## src/frs_pkg.sv

```systemverilog
// Behaviour
// - Ones digit 0 selects main channel X alone.
// - Ones digit 1 selects the main/auxiliary arithmetic result.
// - Ones digit 2: X while switch input low, Y while high.
// - Ones digit 3: X while switch low, arithmetic result while high.
// - Ones digit 4: Y while switch low, arithmetic result while high.
// - Tens digit 0: arithmetic result is X plus Y.
// - Tens digit 1: arithmetic result is X minus Y.
// - Tens digit 2: arithmetic result is the one with larger magnitude.
// - Tens digit 3: arithmetic result is the one with smaller magnitude.
// - Offset frequency is added whenever the arithmetic result is used.
// - Digital mode starts from the digital frequency, default 50.00 Hz.
// - Run direction setting reverses the output rotation.
// - Full-scale analog input equals the maximum frequency.
// - Decimal select 1: 0.1 Hz, 50.0-3200.0; select 2: 0.01 Hz, 50.00-500.00.
// - Upper limit from digital value or analog; 100 percent equals digital value.
// - Digital upper limit held between lower limit and maximum, default 50.00 Hz.
// - Below lower limit: stop, run at lower limit, or zero speed.
// - Carrier setting accepted from 0.5 kHz to 16.0 kHz.
// - Derating lowers carrier while hot, restores gradually when cool.
// - Ramp up time spans zero to reference frequency.
// - Ramp down time spans reference frequency to zero.
// - Ramp times count in 1 s, 0.1 s or 0.01 s units, default 0.1 s.
package frs_pkg;
    localparam int          FW               = 18;
    localparam int          CLK_HZ           = 25_000_000;
    localparam int          TICK_HZ          = 100;
    localparam int          TICK_CYCLES      = CLK_HZ / TICK_HZ;
    localparam logic [17:0] DIGITAL_DEF      = 18'h01388;
    localparam logic [17:0] UPPER_DEF        = 18'h01388;
    localparam logic [17:0] LOWER_DEF        = 18'h00000;
    localparam logic [17:0] MAX_DEF          = 18'h01388;
    localparam logic [17:0] MAX_MIN_D1       = 18'h001F4;
    localparam logic [17:0] MAX_MAX_D1       = 18'h07D00;
    localparam logic [17:0] MAX_MIN_D2       = 18'h01388;
    localparam logic [17:0] MAX_MAX_D2       = 18'h0C350;
    localparam logic [15:0] ANALOG_FULL      = 16'h03E8;
    localparam logic [7:0]  CARRIER_MIN      = 8'h05;
    localparam logic [7:0]  CARRIER_MAX      = 8'hA0;
    localparam logic [7:0]  CARRIER_HOT_STEP = 8'h01;
    localparam int          CARRIER_RECOVER  = 100;
    localparam logic [1:0]  UNIT_DEF         = 2'h1;
    localparam logic [3:0]  ONES_X           = 4'h0;
    localparam logic [3:0]  ONES_XY          = 4'h1;
    localparam logic [3:0]  ONES_X_Y         = 4'h2;
    localparam logic [3:0]  ONES_X_XY        = 4'h3;
    localparam logic [3:0]  ONES_Y_XY        = 4'h4;
    localparam logic [3:0]  TENS_SUM         = 4'h0;
    localparam logic [3:0]  TENS_DIFF        = 4'h1;
    localparam logic [3:0]  TENS_MAX         = 4'h2;
    localparam logic [3:0]  TENS_MIN         = 4'h3;
    localparam logic [1:0]  LOW_STOP         = 2'h0;
    localparam logic [1:0]  LOW_RUN_LOWER    = 2'h1;
    localparam logic [1:0]  LOW_ZERO         = 2'h2;

    typedef struct packed {
        logic [7:0]  channel_combination_select;
        logic [1:0]  frequency_decimal_select;
        logic [17:0] maximum_frequency_setting;
        logic [17:0] upper_limit_frequency;
        logic [17:0] lower_limit_frequency;
        logic [17:0] combination_offset_frequency;
        logic        upper_limit_source_select;
        logic [1:0]  below_lower_limit_action;
    } frs_cfg_type;

    typedef enum logic [1:0] {
        RS_IDLE = 2'b00,
        RS_UP   = 2'b01,
        RS_HOLD = 2'b11,
        RS_DOWN = 2'b10
    } frs_ramp_type;

    function automatic logic signed [17:0] frs_abs(input logic signed [17:0] v);
        return v[17] ? -v : v;
    endfunction

    function automatic logic signed [17:0] frs_sat(input logic signed [18:0] v);
        if (v > 19'sh1FFFF) return 18'sh1FFFF;
        if (v < -19'sh1FFFF) return -18'sh1FFFF;
        return v[17:0];
    endfunction
endpackage

```

## src/frs_carrier.sv

```systemverilog
`timescale 1ns/1ps
module frs_carrier
    import frs_pkg::*;
(
    input  wire logic       clock,
    input  wire logic       rstn,
    input  wire logic       tick,
    input  wire logic [7:0] carrier_frequency_setting,
    input  wire logic       carrier_thermal_derate_enable,
    input  wire logic       heatsink_hot,
    output logic      [7:0] carrier_q
);
    logic [7:0] set_clamped;
    logic [7:0] recover_q;
    logic [7:0] carrier_d;
    logic       recover_tick;

    // Out-of-range settings are held at the nearest limit
    assign set_clamped = (carrier_frequency_setting < CARRIER_MIN) ? CARRIER_MIN :
                         (carrier_frequency_setting > CARRIER_MAX) ? CARRIER_MAX :
                         carrier_frequency_setting;
    assign recover_tick = tick && (recover_q == 8'(CARRIER_RECOVER - 1));

    always_comb begin
        carrier_d = carrier_q;
        if (!carrier_thermal_derate_enable) begin
            carrier_d = set_clamped;
        end else if (heatsink_hot) begin
            if (tick && carrier_q > CARRIER_MIN) begin
                carrier_d = carrier_q - CARRIER_HOT_STEP;
            end
        end else if (recover_tick && carrier_q < set_clamped) begin
            carrier_d = carrier_q + CARRIER_HOT_STEP;
        end else if (carrier_q > set_clamped) begin
            carrier_d = set_clamped;
        end
    end

    always_ff @(posedge clock or negedge rstn) begin
        if (!rstn) begin
            carrier_q <= CARRIER_MIN;
            recover_q <= 8'h00;
        end else begin
            carrier_q <= carrier_d;
            if (tick) begin
                recover_q <= recover_tick ? 8'h00 : recover_q + 8'h01;
            end
        end
    end
endmodule // frs_carrier

```

## src/frs_ramp.sv

```systemverilog
`timescale 1ns/1ps
module frs_ramp
    import frs_pkg::*;
(
    input  wire logic               clock,
    input  wire logic               rstn,
    input  wire logic               tick,
    input  wire logic               run,
    input  wire logic signed [17:0] target,
    input  wire logic        [17:0] ref_freq,
    input  wire logic        [15:0] ramp_up_time,
    input  wire logic        [15:0] ramp_down_time,
    input  wire logic        [1:0]  ramp_time_unit_select,
    output logic signed      [17:0] out_q,
    output frs_ramp_type            state_q
);
    logic        [31:0] acc_q;
    logic        [31:0] unit_ticks;
    logic        [31:0] span;
    logic        [31:0] acc_d;
    logic               step;
    logic signed [17:0] goal;
    logic signed [17:0] out_d;
    frs_ramp_type       state_d;

    assign goal = run ? target : 18'sh0;
    // Ticks per time unit at a 100 Hz base
    assign unit_ticks = (ramp_time_unit_select == 2'h0) ? 32'h64 :
                        (ramp_time_unit_select == 2'h1) ? 32'h0A : 32'h01;
    assign span = unit_ticks * 32'((goal > out_q) ? ramp_up_time : ramp_down_time);
    // Accumulate ref per tick; step by one LSB per span-worth of accumulation
    assign acc_d = acc_q + {14'h0, ref_freq};
    assign step  = tick && (span == 32'h0 || acc_d >= span);

    always_comb begin
        out_d   = out_q;
        state_d = RS_HOLD;
        if (goal > out_q) begin
            state_d = RS_UP;
            if (span == 32'h0) out_d = goal;
            else if (step) out_d = out_q + 18'sh1;
        end else if (goal < out_q) begin
            state_d = RS_DOWN;
            if (span == 32'h0) out_d = goal;
            else if (step) out_d = out_q - 18'sh1;
        end else if (!run) begin
            state_d = RS_IDLE;
        end
    end

    always_ff @(posedge clock or negedge rstn) begin
        if (!rstn) begin
            out_q   <= 18'sh0;
            acc_q   <= 32'h0;
            state_q <= RS_IDLE;
        end else begin
            out_q   <= out_d;
            state_q <= state_d;
            if (tick) acc_q <= (step && span != 32'h0) ? acc_d - span : acc_d;
        end
    end
endmodule // frs_ramp

```

## src/frs_top.sv

```systemverilog
`timescale 1ns/1ps
module frs_top
    import frs_pkg::*;
(
    input  wire logic               clock,
    input  wire logic               rstn,
    input  wire frs_cfg_type        cfg,
    input  wire logic signed [17:0] channel_x,
    input  wire logic signed [17:0] channel_y,
    input  wire logic               digital_mode,
    input  wire logic               digital_load,
    input  wire logic        [17:0] digital_frequency_initial,
    input  wire logic               frequency_switch,
    input  wire logic               x_is_analog,
    input  wire logic        [15:0] analog_x_permille,
    input  wire logic        [15:0] analog_limit_permille,
    input  wire logic               rotation_reverse_select,
    input  wire logic               run_request,
    input  wire logic        [7:0]  carrier_frequency_setting,
    input  wire logic               carrier_thermal_derate_enable,
    input  wire logic               heatsink_hot,
    input  wire logic        [15:0] ramp_up_time,
    input  wire logic        [15:0] ramp_down_time,
    input  wire logic        [1:0]  ramp_time_unit_select,
    input  wire logic               ramp_reference_frequency_select,
    output logic signed      [17:0] target_q,
    output logic signed      [17:0] output_frequency_q,
    output logic                    reverse_q,
    output logic                    running_q,
    output logic             [17:0] upper_limit_q,
    output logic             [7:0]  carrier_q
);
    logic [3:0]         ones;
    logic [3:0]         tens;
    logic [17:0]        max_freq;
    logic [17:0]        dig_upper;
    logic [17:0]        ana_upper;
    logic [17:0]        eff_upper;
    logic signed [17:0] x_eff;
    logic signed [17:0] arith;
    logic signed [17:0] arith_off;
    logic               use_arith;
    logic               use_y;
    logic signed [17:0] combined;
    logic signed [17:0] clamped;
    logic [17:0]        mag;
    logic               below;
    logic signed [17:0] limited;
    logic               run_eff;
    logic [17:0]        digital_q;
    logic [17:0]        ramp_ref;
    logic [31:0]        tick_cnt_q;
    logic               tick_q;
    logic signed [17:0] ramp_out;
    logic [7:0]         carrier_w;
    frs_ramp_type       ramp_state;

    assign ones = cfg.channel_combination_select[3:0];
    assign tens = cfg.channel_combination_select[7:4];

    // Maximum frequency held inside the range of the chosen resolution
    assign max_freq = (cfg.frequency_decimal_select == 2'h1) ?
        ((cfg.maximum_frequency_setting < MAX_MIN_D1) ? MAX_MIN_D1 :
         (cfg.maximum_frequency_setting > MAX_MAX_D1) ? MAX_MAX_D1 :
          cfg.maximum_frequency_setting) :
        ((cfg.maximum_frequency_setting < MAX_MIN_D2) ? MAX_MIN_D2 :
         (cfg.maximum_frequency_setting > MAX_MAX_D2) ? MAX_MAX_D2 :
          cfg.maximum_frequency_setting);

    assign dig_upper = (cfg.upper_limit_frequency > max_freq) ? max_freq :
                       (cfg.upper_limit_frequency < cfg.lower_limit_frequency) ?
                        cfg.lower_limit_frequency : cfg.upper_limit_frequency;
    assign ana_upper = 18'(({14'h0, dig_upper} * {16'h0, analog_limit_permille})
                           / {16'h0, ANALOG_FULL});
    assign eff_upper = cfg.upper_limit_source_select ? ana_upper : dig_upper;

    assign x_eff = digital_mode ? $signed(digital_q) :
                   x_is_analog ? $signed(18'(({14'h0, max_freq} *
                       {16'h0, analog_x_permille}) / {16'h0, ANALOG_FULL})) :
                   channel_x;

    assign arith = (tens == TENS_SUM)  ? frs_sat(19'(x_eff) + 19'(channel_y)) :
                   (tens == TENS_DIFF) ? frs_sat(19'(x_eff) - 19'(channel_y)) :
                   (tens == TENS_MAX)  ? ((frs_abs(x_eff) >= frs_abs(channel_y)) ?
                                          x_eff : channel_y) :
                   ((frs_abs(x_eff) <= frs_abs(channel_y)) ? x_eff : channel_y);
    assign arith_off = frs_sat(19'(arith) +
                       19'($signed({1'b0, cfg.combination_offset_frequency})));

    assign use_arith = (ones == ONES_XY) ||
                       (frequency_switch && (ones == ONES_X_XY || ones == ONES_Y_XY));
    assign use_y     = (ones == ONES_X_Y && frequency_switch) ||
                       (ones == ONES_Y_XY && !frequency_switch);
    assign combined  = use_arith ? arith_off : use_y ? channel_y : x_eff;

    assign mag     = 18'(frs_abs(combined));
    assign clamped = (mag > eff_upper) ? (combined[17] ? -$signed(eff_upper)
                                                        : $signed(eff_upper)) :
                     combined;
    assign below   = mag < cfg.lower_limit_frequency;
    assign limited = !below ? clamped :
                     (cfg.below_lower_limit_action == LOW_RUN_LOWER) ?
                        $signed(cfg.lower_limit_frequency) : 18'sh0;
    assign run_eff = run_request && !(below && cfg.below_lower_limit_action == LOW_STOP);

    assign ramp_ref = ramp_reference_frequency_select ? mag : max_freq;

    always_ff @(posedge clock or negedge rstn) begin
        if (!rstn) begin
            digital_q <= DIGITAL_DEF;
        end else if (digital_load) begin
            digital_q <= digital_frequency_initial;
        end
    end

    always_ff @(posedge clock or negedge rstn) begin
        if (!rstn) begin
            tick_cnt_q <= 32'h0;
            tick_q     <= 1'b0;
        end else begin
            tick_q     <= (tick_cnt_q == 32'(TICK_CYCLES - 1));
            tick_cnt_q <= (tick_cnt_q == 32'(TICK_CYCLES - 1)) ? 32'h0 : tick_cnt_q + 32'h1;
        end
    end

    frs_ramp u_ramp (
        .clock                 (clock),
        .rstn                  (rstn),
        .tick                  (tick_q),
        .run                   (run_eff),
        .target                (limited),
        .ref_freq              (ramp_ref),
        .ramp_up_time          (ramp_up_time),
        .ramp_down_time        (ramp_down_time),
        .ramp_time_unit_select (ramp_time_unit_select),
        .out_q                 (ramp_out),
        .state_q               (ramp_state)
    );

    frs_carrier u_carrier (
        .clock                         (clock),
        .rstn                          (rstn),
        .tick                          (tick_q),
        .carrier_frequency_setting     (carrier_frequency_setting),
        .carrier_thermal_derate_enable (carrier_thermal_derate_enable),
        .heatsink_hot                  (heatsink_hot),
        .carrier_q                     (carrier_w)
    );

    always_ff @(posedge clock or negedge rstn) begin
        if (!rstn) begin
            target_q           <= 18'sh0;
            output_frequency_q <= 18'sh0;
            reverse_q          <= 1'b0;
            running_q          <= 1'b0;
            upper_limit_q      <= UPPER_DEF;
            carrier_q          <= CARRIER_MIN;
        end else begin
            target_q           <= limited;
            output_frequency_q <= ramp_out;
            reverse_q          <= rotation_reverse_select ^ ramp_out[17];
            running_q          <= ramp_state != RS_IDLE;
            upper_limit_q      <= eff_upper;
            carrier_q          <= carrier_w;
        end
    end

    property p_mode_x;
        @(posedge clock) disable iff (!rstn)
        (ones == ONES_X && !digital_mode && !x_is_analog && mag <= eff_upper
         && !below) |=> target_q == $past(channel_x);
    endproperty
    a_mode_x: assert property (p_mode_x) else $error("x not selected");

    property p_switch_y;
        @(posedge clock) disable iff (!rstn)
        (ones == ONES_X_Y && frequency_switch && !below && mag <= eff_upper)
        |=> target_q == $past(channel_y);
    endproperty
    a_switch_y: assert property (p_switch_y) else $error("y not selected");

    property p_sum;
        @(posedge clock) disable iff (!rstn)
        (ones == ONES_XY && tens == TENS_SUM && !below && mag <= eff_upper
         && x_eff[17:16] == 2'h0 && channel_y[17:16] == 2'h0)
        |=> target_q == 18'($past(x_eff) + $past(channel_y)
                             + $past(cfg.combination_offset_frequency));
    endproperty
    a_sum: assert property (p_sum) else $error("sum wrong");

    property p_clamp;
        @(posedge clock) disable iff (!rstn)
        ##1 (18'(frs_abs(target_q)) <= $past(eff_upper) ||
             $past(below && cfg.below_lower_limit_action == LOW_RUN_LOWER));
    endproperty
    a_clamp: assert property (p_clamp) else $error("target above limit");

    property p_low_stop;
        @(posedge clock) disable iff (!rstn)
        (below && cfg.below_lower_limit_action != LOW_RUN_LOWER) |=> target_q == 18'sh0;
    endproperty
    a_low_stop: assert property (p_low_stop) else $error("below limit not zero");

    property p_upper_bound;
        @(posedge clock) disable iff (!rstn)
        !cfg.upper_limit_source_select |=> upper_limit_q <= max_freq[17:0] + 18'h0
            || $changed(cfg);
    endproperty
    a_upper_bound: assert property (p_upper_bound) else $error("upper above max");

    property p_carrier_range;
        @(posedge clock) disable iff (!rstn)
        ##2 (carrier_q >= CARRIER_MIN && carrier_q <= CARRIER_MAX);
    endproperty
    a_carrier_range: assert property (p_carrier_range) else $error("carrier range");

    property p_ramp_step;
        @(posedge clock) disable iff (!rstn)
        (ramp_up_time != 16'h0 && $past(ramp_up_time) != 16'h0 &&
         ramp_down_time != 16'h0 && $past(ramp_down_time) != 16'h0 && !tick_q)
        |=> output_frequency_q == $past(output_frequency_q, 1) || $past(tick_q, 2);
    endproperty
    a_ramp_step: assert property (p_ramp_step) else $error("ramp moved off tick");

    property p_reverse;
        @(posedge clock) disable iff (!rstn)
        1'b1 |=> reverse_q == ($past(rotation_reverse_select) ^ output_frequency_q[17]);
    endproperty
    a_reverse: assert property (p_reverse) else $error("direction wrong");
endmodule // frs_top

```

## config.mk

```make
export PLATFORM = sky130hd
export DESIGN_NAME = frs_top
export DESIGN_NICKNAME = d
export VERILOG_FILES = /design/src/frs_pkg.sv /design/src/frs_carrier.sv /design/src/frs_ramp.sv /design/src/frs_top.sv
export SDC_FILE = /design/constraint.sdc
export NUM_CORES = 2
export LEC_CHECK = 0
export BUFFER_PORTS_ARGS = -buffer_cell sky130_fd_sc_hd__buf_4
export CORE_UTILIZATION = 65
export DETAILED_ROUTE_END_ITERATION = 12
export GPL_ROUTABILITY_DRIVEN = 0
export PLACE_DENSITY = 0.84
export SYNTH_ARGS = -nofsm -noshare
export SYNTH_HDL_FRONTEND = slang
export SYNTH_SLANG_ARGS = --single-unit
```

## constraint.sdc

```tcl
create_clock -name clock -period 27.4 [get_ports clock]
set_input_delay 5.48 -clock clock [delete_from_list [all_inputs] [get_ports clock]]
set_output_delay 5.48 -clock clock [all_outputs]
set_load 0.1 [all_outputs]
```

==> results by group, run 1 <==
Clock network
  – Root buf cell: clkbuf_16
  – Clock sink count: 183
  – Max clock buf depth: 2
  – Post-CTS Hold Fix Bufs: 0
  – Total CTS buffers: 17
  – H-Tree Level Count: 4

Place
  – Post-DP HPWL: just under 200,000 µm
  – Place WS: -22,480 ps
  – Port-buffer cells: 287

GRT
  – Global-route wire length before repair: about 680,000 µm
  – Gr usage total: 102%
  – Largest net degree at the start of global routing: 107
  – Via count of the first global-routing pass: between 100k and 150k
  – Overflow after GRT: approximately 5,700

Status
  – Status: stopped before the end
  – Fail Step: 5_1_grt
  – Error message: [ERROR GRT-0116] Global routing finished with congestion. Check the congestion regions in the DRC Viewer.

Synth
  – YS warnings: 0
  – Async SR Flop Fraction: between 90% and 100%
  – Synthesized area: ~55,000 µm²
  – EDFF count, synth: 0
  – Syn Inst Count: slightly below 7,000
  – Synth cell types: approximately 140
  – Synth Register Bits: 183
  – Mapped Avg Cell Area: 7.88 µm²
  – Top FF cell, synth: dfrtp_1
  – Register area share after synthesis: under 10%

Floorplanning
  – IO Pins: between 200 and 300
  – Die width: slightly below 300 µm
  – Die Y-Extent: 292 µm
  – Initial Util: roughly two thirds
  – Cell row count: around 110
[synth_stat cells (74+ instances only)]
master | n | area share, %
a211oi_1 | 74 | 1.0
a21o_1 | 139 | 1.9
a21oi_1 | 397 | 3.6
a31oi_1 | 89 | 1.0
and2_1 | 275 | 3.1
and3_1 | 79 | 0.90
clkbuf_1 | 192 | 1.3
dfrtp_1 | 169 | 7.7
fa_1 | 498 | 18
ha_1 | 531 | 12
inv_1 | 806 | 5.5
mux2i_1 | 120 | 2.2
nand2_1 | 709 | 4.9
nand3_1 | 164 | 1.5
nand4_1 | 92 | 1.0
nor2_1 | 493 | 3.4
nor3_1 | 153 | 1.4
o21ai_0 | 217 | 2.0
xnor2_1 | 315 | 5.0
xor2_1 | 103 | 1.6
[cell families after synthesis]
logic type | count (synthesis) | share of synthesized area (%)
compound gates | 1692 | 21.8
xor+xnor | 430 | 7.03
fa+ha+maj | 1040 | 30.5
buf+inv | 1086 | 7.67
flops | 183 | 8.38
mux | 185 | 3.57
other cells | 2 | 0.0137
simple gates | 2344 | 21.1
[layer usage]
metal	overflow	track usage, %
met1	298	93.2
met3	244	90.0
met2	3832	121
met5	31	78.6
met4	1315	111
[metrics by stage]
step                      hold slack (ps)  cells  util (%)  area (µm²)
after floorplan                       352   6991         -       57200
after global placement                395  10000      88.4       73900
after detailed placement              397  10000      88.4       73900
after CTS                             409  10200      93.9       78500
[repair_timing]
action                                 CTS
gates resized for setup                528
pin swaps                              250
buffers inserted                       205
endpoints found under the hold margin    0
gates cloned                             3
setup endpoints to repair               76
==> run 2, diff against run 1 <==
--- a/config.mk
+++ b/config.mk
@@ -6,10 +6,10 @@
 export NUM_CORES = 2
 export LEC_CHECK = 0
 export BUFFER_PORTS_ARGS = -buffer_cell sky130_fd_sc_hd__buf_4
-export CORE_UTILIZATION = 65
+export CORE_UTILIZATION = 40
 export DETAILED_ROUTE_END_ITERATION = 12
 export GPL_ROUTABILITY_DRIVEN = 0
-export PLACE_DENSITY = 0.84
+export PLACE_DENSITY_LB_ADDON = 0.15
 export SYNTH_ARGS = -nofsm -noshare
 export SYNTH_HDL_FRONTEND = slang
 export SYNTH_SLANG_ARGS = --single-unit
==> run 2 against run 1 <==
Compared with the run above: the flow now finishes, with violations (negative setup slack); area after synthesis unchanged; synthesized cell count stayed put.
==> results by group, run 2 <==
Status
  – Status: finished with violations
  – Violated checks: negative setup slack

Floorplanning
  – Die width: between 300 and 400 µm
  – Initial Util: about two fifths
  – Cell row count: between 100 and 150
  – CORE AREA: approximately 140,000 µm²
  – Die area: about 140,000 µm²
  – IO Pins: about 290
  – Die Y-Extent: 372 µm

Detailed routing
  – Drt first pass iters: 7
  – DRT antenna net count: 0
  – Post-route DRC: 0
  – Wire per inst: approximately 19 µm
  – WL final: just over 200,000 µm
  – Starting DRT DRC Count: 4,461
  – Via Count: around 60,000
  – Vias per cell: 5.44

Synth
  – Most common library cells after synthesis: inv_1, nand2_1, ha_1
  – Mux contribution to synthesized area: about 3.6%
  – Post-Synth Adder-Cell Area: 30.5%
  – Yosys top cell by area: fa_1
  – Post-Synth Simple-Gate Area: 21.1%
  – Mapped Avg Cell Area: just under 8 µm²
  – EDFF count, synth: 0
  – Top FF cell, synth: dfrtp_1
  – Compound-Gate Fraction of Synth Area: between 20% and 30%
  – Largest family of logic cells by synthesized area: adder cells
  – Register area share after synthesis: between 8 and 9%
  – YS warnings: 0
  – Most common cell in the netlist: inv_1
  – Synth Area in XOR/XNOR: ~7.0%
  – Syn Inst Count: just under 7,000
  – Synth Register Bits: around 180
  – Synthesized area: around 55,000 µm²
  – Async SR Flop Fraction: 100%
  – Post-synth top area share: between 10% and 20%
  – Area contributors post-synth: fa_1, ha_1, dfrtp_1
  – Synth cell types: roughly 140

STA
  – Unrepaired setup endpoints after global routing: yes
  – Max Clock Skew: around 15 ps
  – Max-slew headroom: a little under two fifths
  – Setup ws final: -20,270 ps
  – Final worst path period need: between 40,000 and 50,000 ps
  – Slew @ Worst Pin: 935 ps
  – Final Max Slew Viols: 0
  – Fin crit share: 174%
  – Fmax: around 0.021 GHz
  – Final Setup Violations: 74
  – Final Hold Viols: 0

Setup path
  – CP Launch Point: cfg[59]
  – Critical Path Most Common Cell: a21oi_2
  – CP Class: in2reg
  – Worst EP arrival: between 40,000 and 50,000 ps
  – Launch point of the worst reg-to-reg path: digital_q[0]
  – Critical-path maximum fanout: 8
  – Critical Path RT: between 20,000 and 30,000 ps
  – Startpoint types: input pin
  – CP max stage delay: around 580 ps
  – Slowest stage cell, crit path: fa_1
  – Critical path capture point type: register

Clock network
  – Max clock buf depth: 2
  – Clock sink count: 183
  – Post-CTS Hold Fix Bufs: 0
  – Total CTS buffers: 17
  – Worst-path clk slew: around 80 ps
  – H-Tree Level Count: 4
  – Clk_lat worst skew: between 500 and 600 ps
  – Root buf cell: clkbuf_16
  – CTS tree: done

Place
  – Port-buffer cells: between 200 and 300
  – Placed cell area: around 75,000 µm²
  – Post-DP HPWL: ~170,000 µm

GRT
  – Global-route wire length before repair: about 320,000 µm
  – Gr usage total: between 20% and 30%
  – Antenna violations before repair: 17
  – Via count of the first global-routing pass: 59,500
  – Largest net degree at the start of global routing: 69
  – Overflow after GRT: 0

Finish
  – Final Util: approximately 59%
  – Biggest regs: tick_cnt_q x32, u_ramp.acc_q x32
  – Most common cell after layout, fill and taps aside: buf_4
  – Fill cells: about 12,000
  – Design area: around 80,000 µm²
  – Most frequent cells in the layout: buf_4, inv_1, nand2_1
  – Area Growth Syn to Fin: 46.6%
  – Nets: 10,500
  – Share of layout cells above drive strength 1: 37.0%

Min path
  – Worst hold-check path type: reg2reg
  – Hold Crit Start: u_carrier.carrier_q[0]

Job
  – Max Cap Viol: 0
## run 2: cell counts after synthesis
Identical to the previous run, type by type.
## run 2: area by class of cell
type                       instances  area (µm²)  area share, %
multi-input combinational       5724       50200           62.5
sequential                       183        4600           5.72
inverter                         811        3080           3.83
antenna                            3        7.51        0.00933
tap                             1781        2230           2.77
clock buffer                      19         443          0.551
clock inverter                    13         113          0.140
timing repair buffer            2539       19700           24.5
## run 2: cell families after synthesis
kind of cell,count (synthesis)
simple gates,2344
compound gates,1692
buf+inv,1086
fa+ha+maj,1040
xor+xnor,430
mux,185
flops,183
other cells,2
## run 2: worst max-delay path, delay by kind of cell
family | cells | cell delay, ps
simple gates | 53 | 11340
mux | 4 | 780
xor+xnor | 7 | 1040
fa+ha+maj | 20 | 7430
compound gates | 103 | 18730
buf+inv | 26 | 3170
## run 2: per-layer routing
layer  share of wire, %  GRT usage (%)
met1                 44           39.3
met5              0.066              0
met3                7.8           5.50
met4                3.6           9.87
met2                 44           45.4
## run 2: timing repair
| action | 4_1_cts | 5_1_grt |
|---|---|---|
| gates resized for setup | 220 | 303 |
| buffers inserted | 177 | 96 |
| gates cloned | 3 | 0 |
| pin swaps | 162 | 201 |
| endpoints found under the setup margin | 74 | 76 |
## run 2: worst paths after layout
check / end / slack, ps / cells past startpoint
setup / recovery: u_ramp.out_q[9] / -20270 / 213
hold / removal: carrier_q[0] / 420 / 0
setup reg to reg: u_ramp.out_q[9] / 4810 / 129
hold reg to reg: carrier_q[0] / 420 / 0
max in group asynchronous: tick_q / 20320 / 3
min in group asynchronous: digital_q[14] / 4890 / 1
## run 2: per-stage QoR
step	instances	TNS (ps)	hold WS (ps)	setup slack, ps
global route	11100	-1339410	432	-22170
floorplan	6991	-1104850	352	-18760
CTS	11000	-1118510	421	-18840
finish	11100	-1210790	422	-20270
detailed placement	10800	-1244760	402	-20820
global placement	10800	-1200630	400	-20160
Power of run 2 is not shown: default switching activity piles up to over one toggle a cycle in this logic, so the estimate is an artifact.
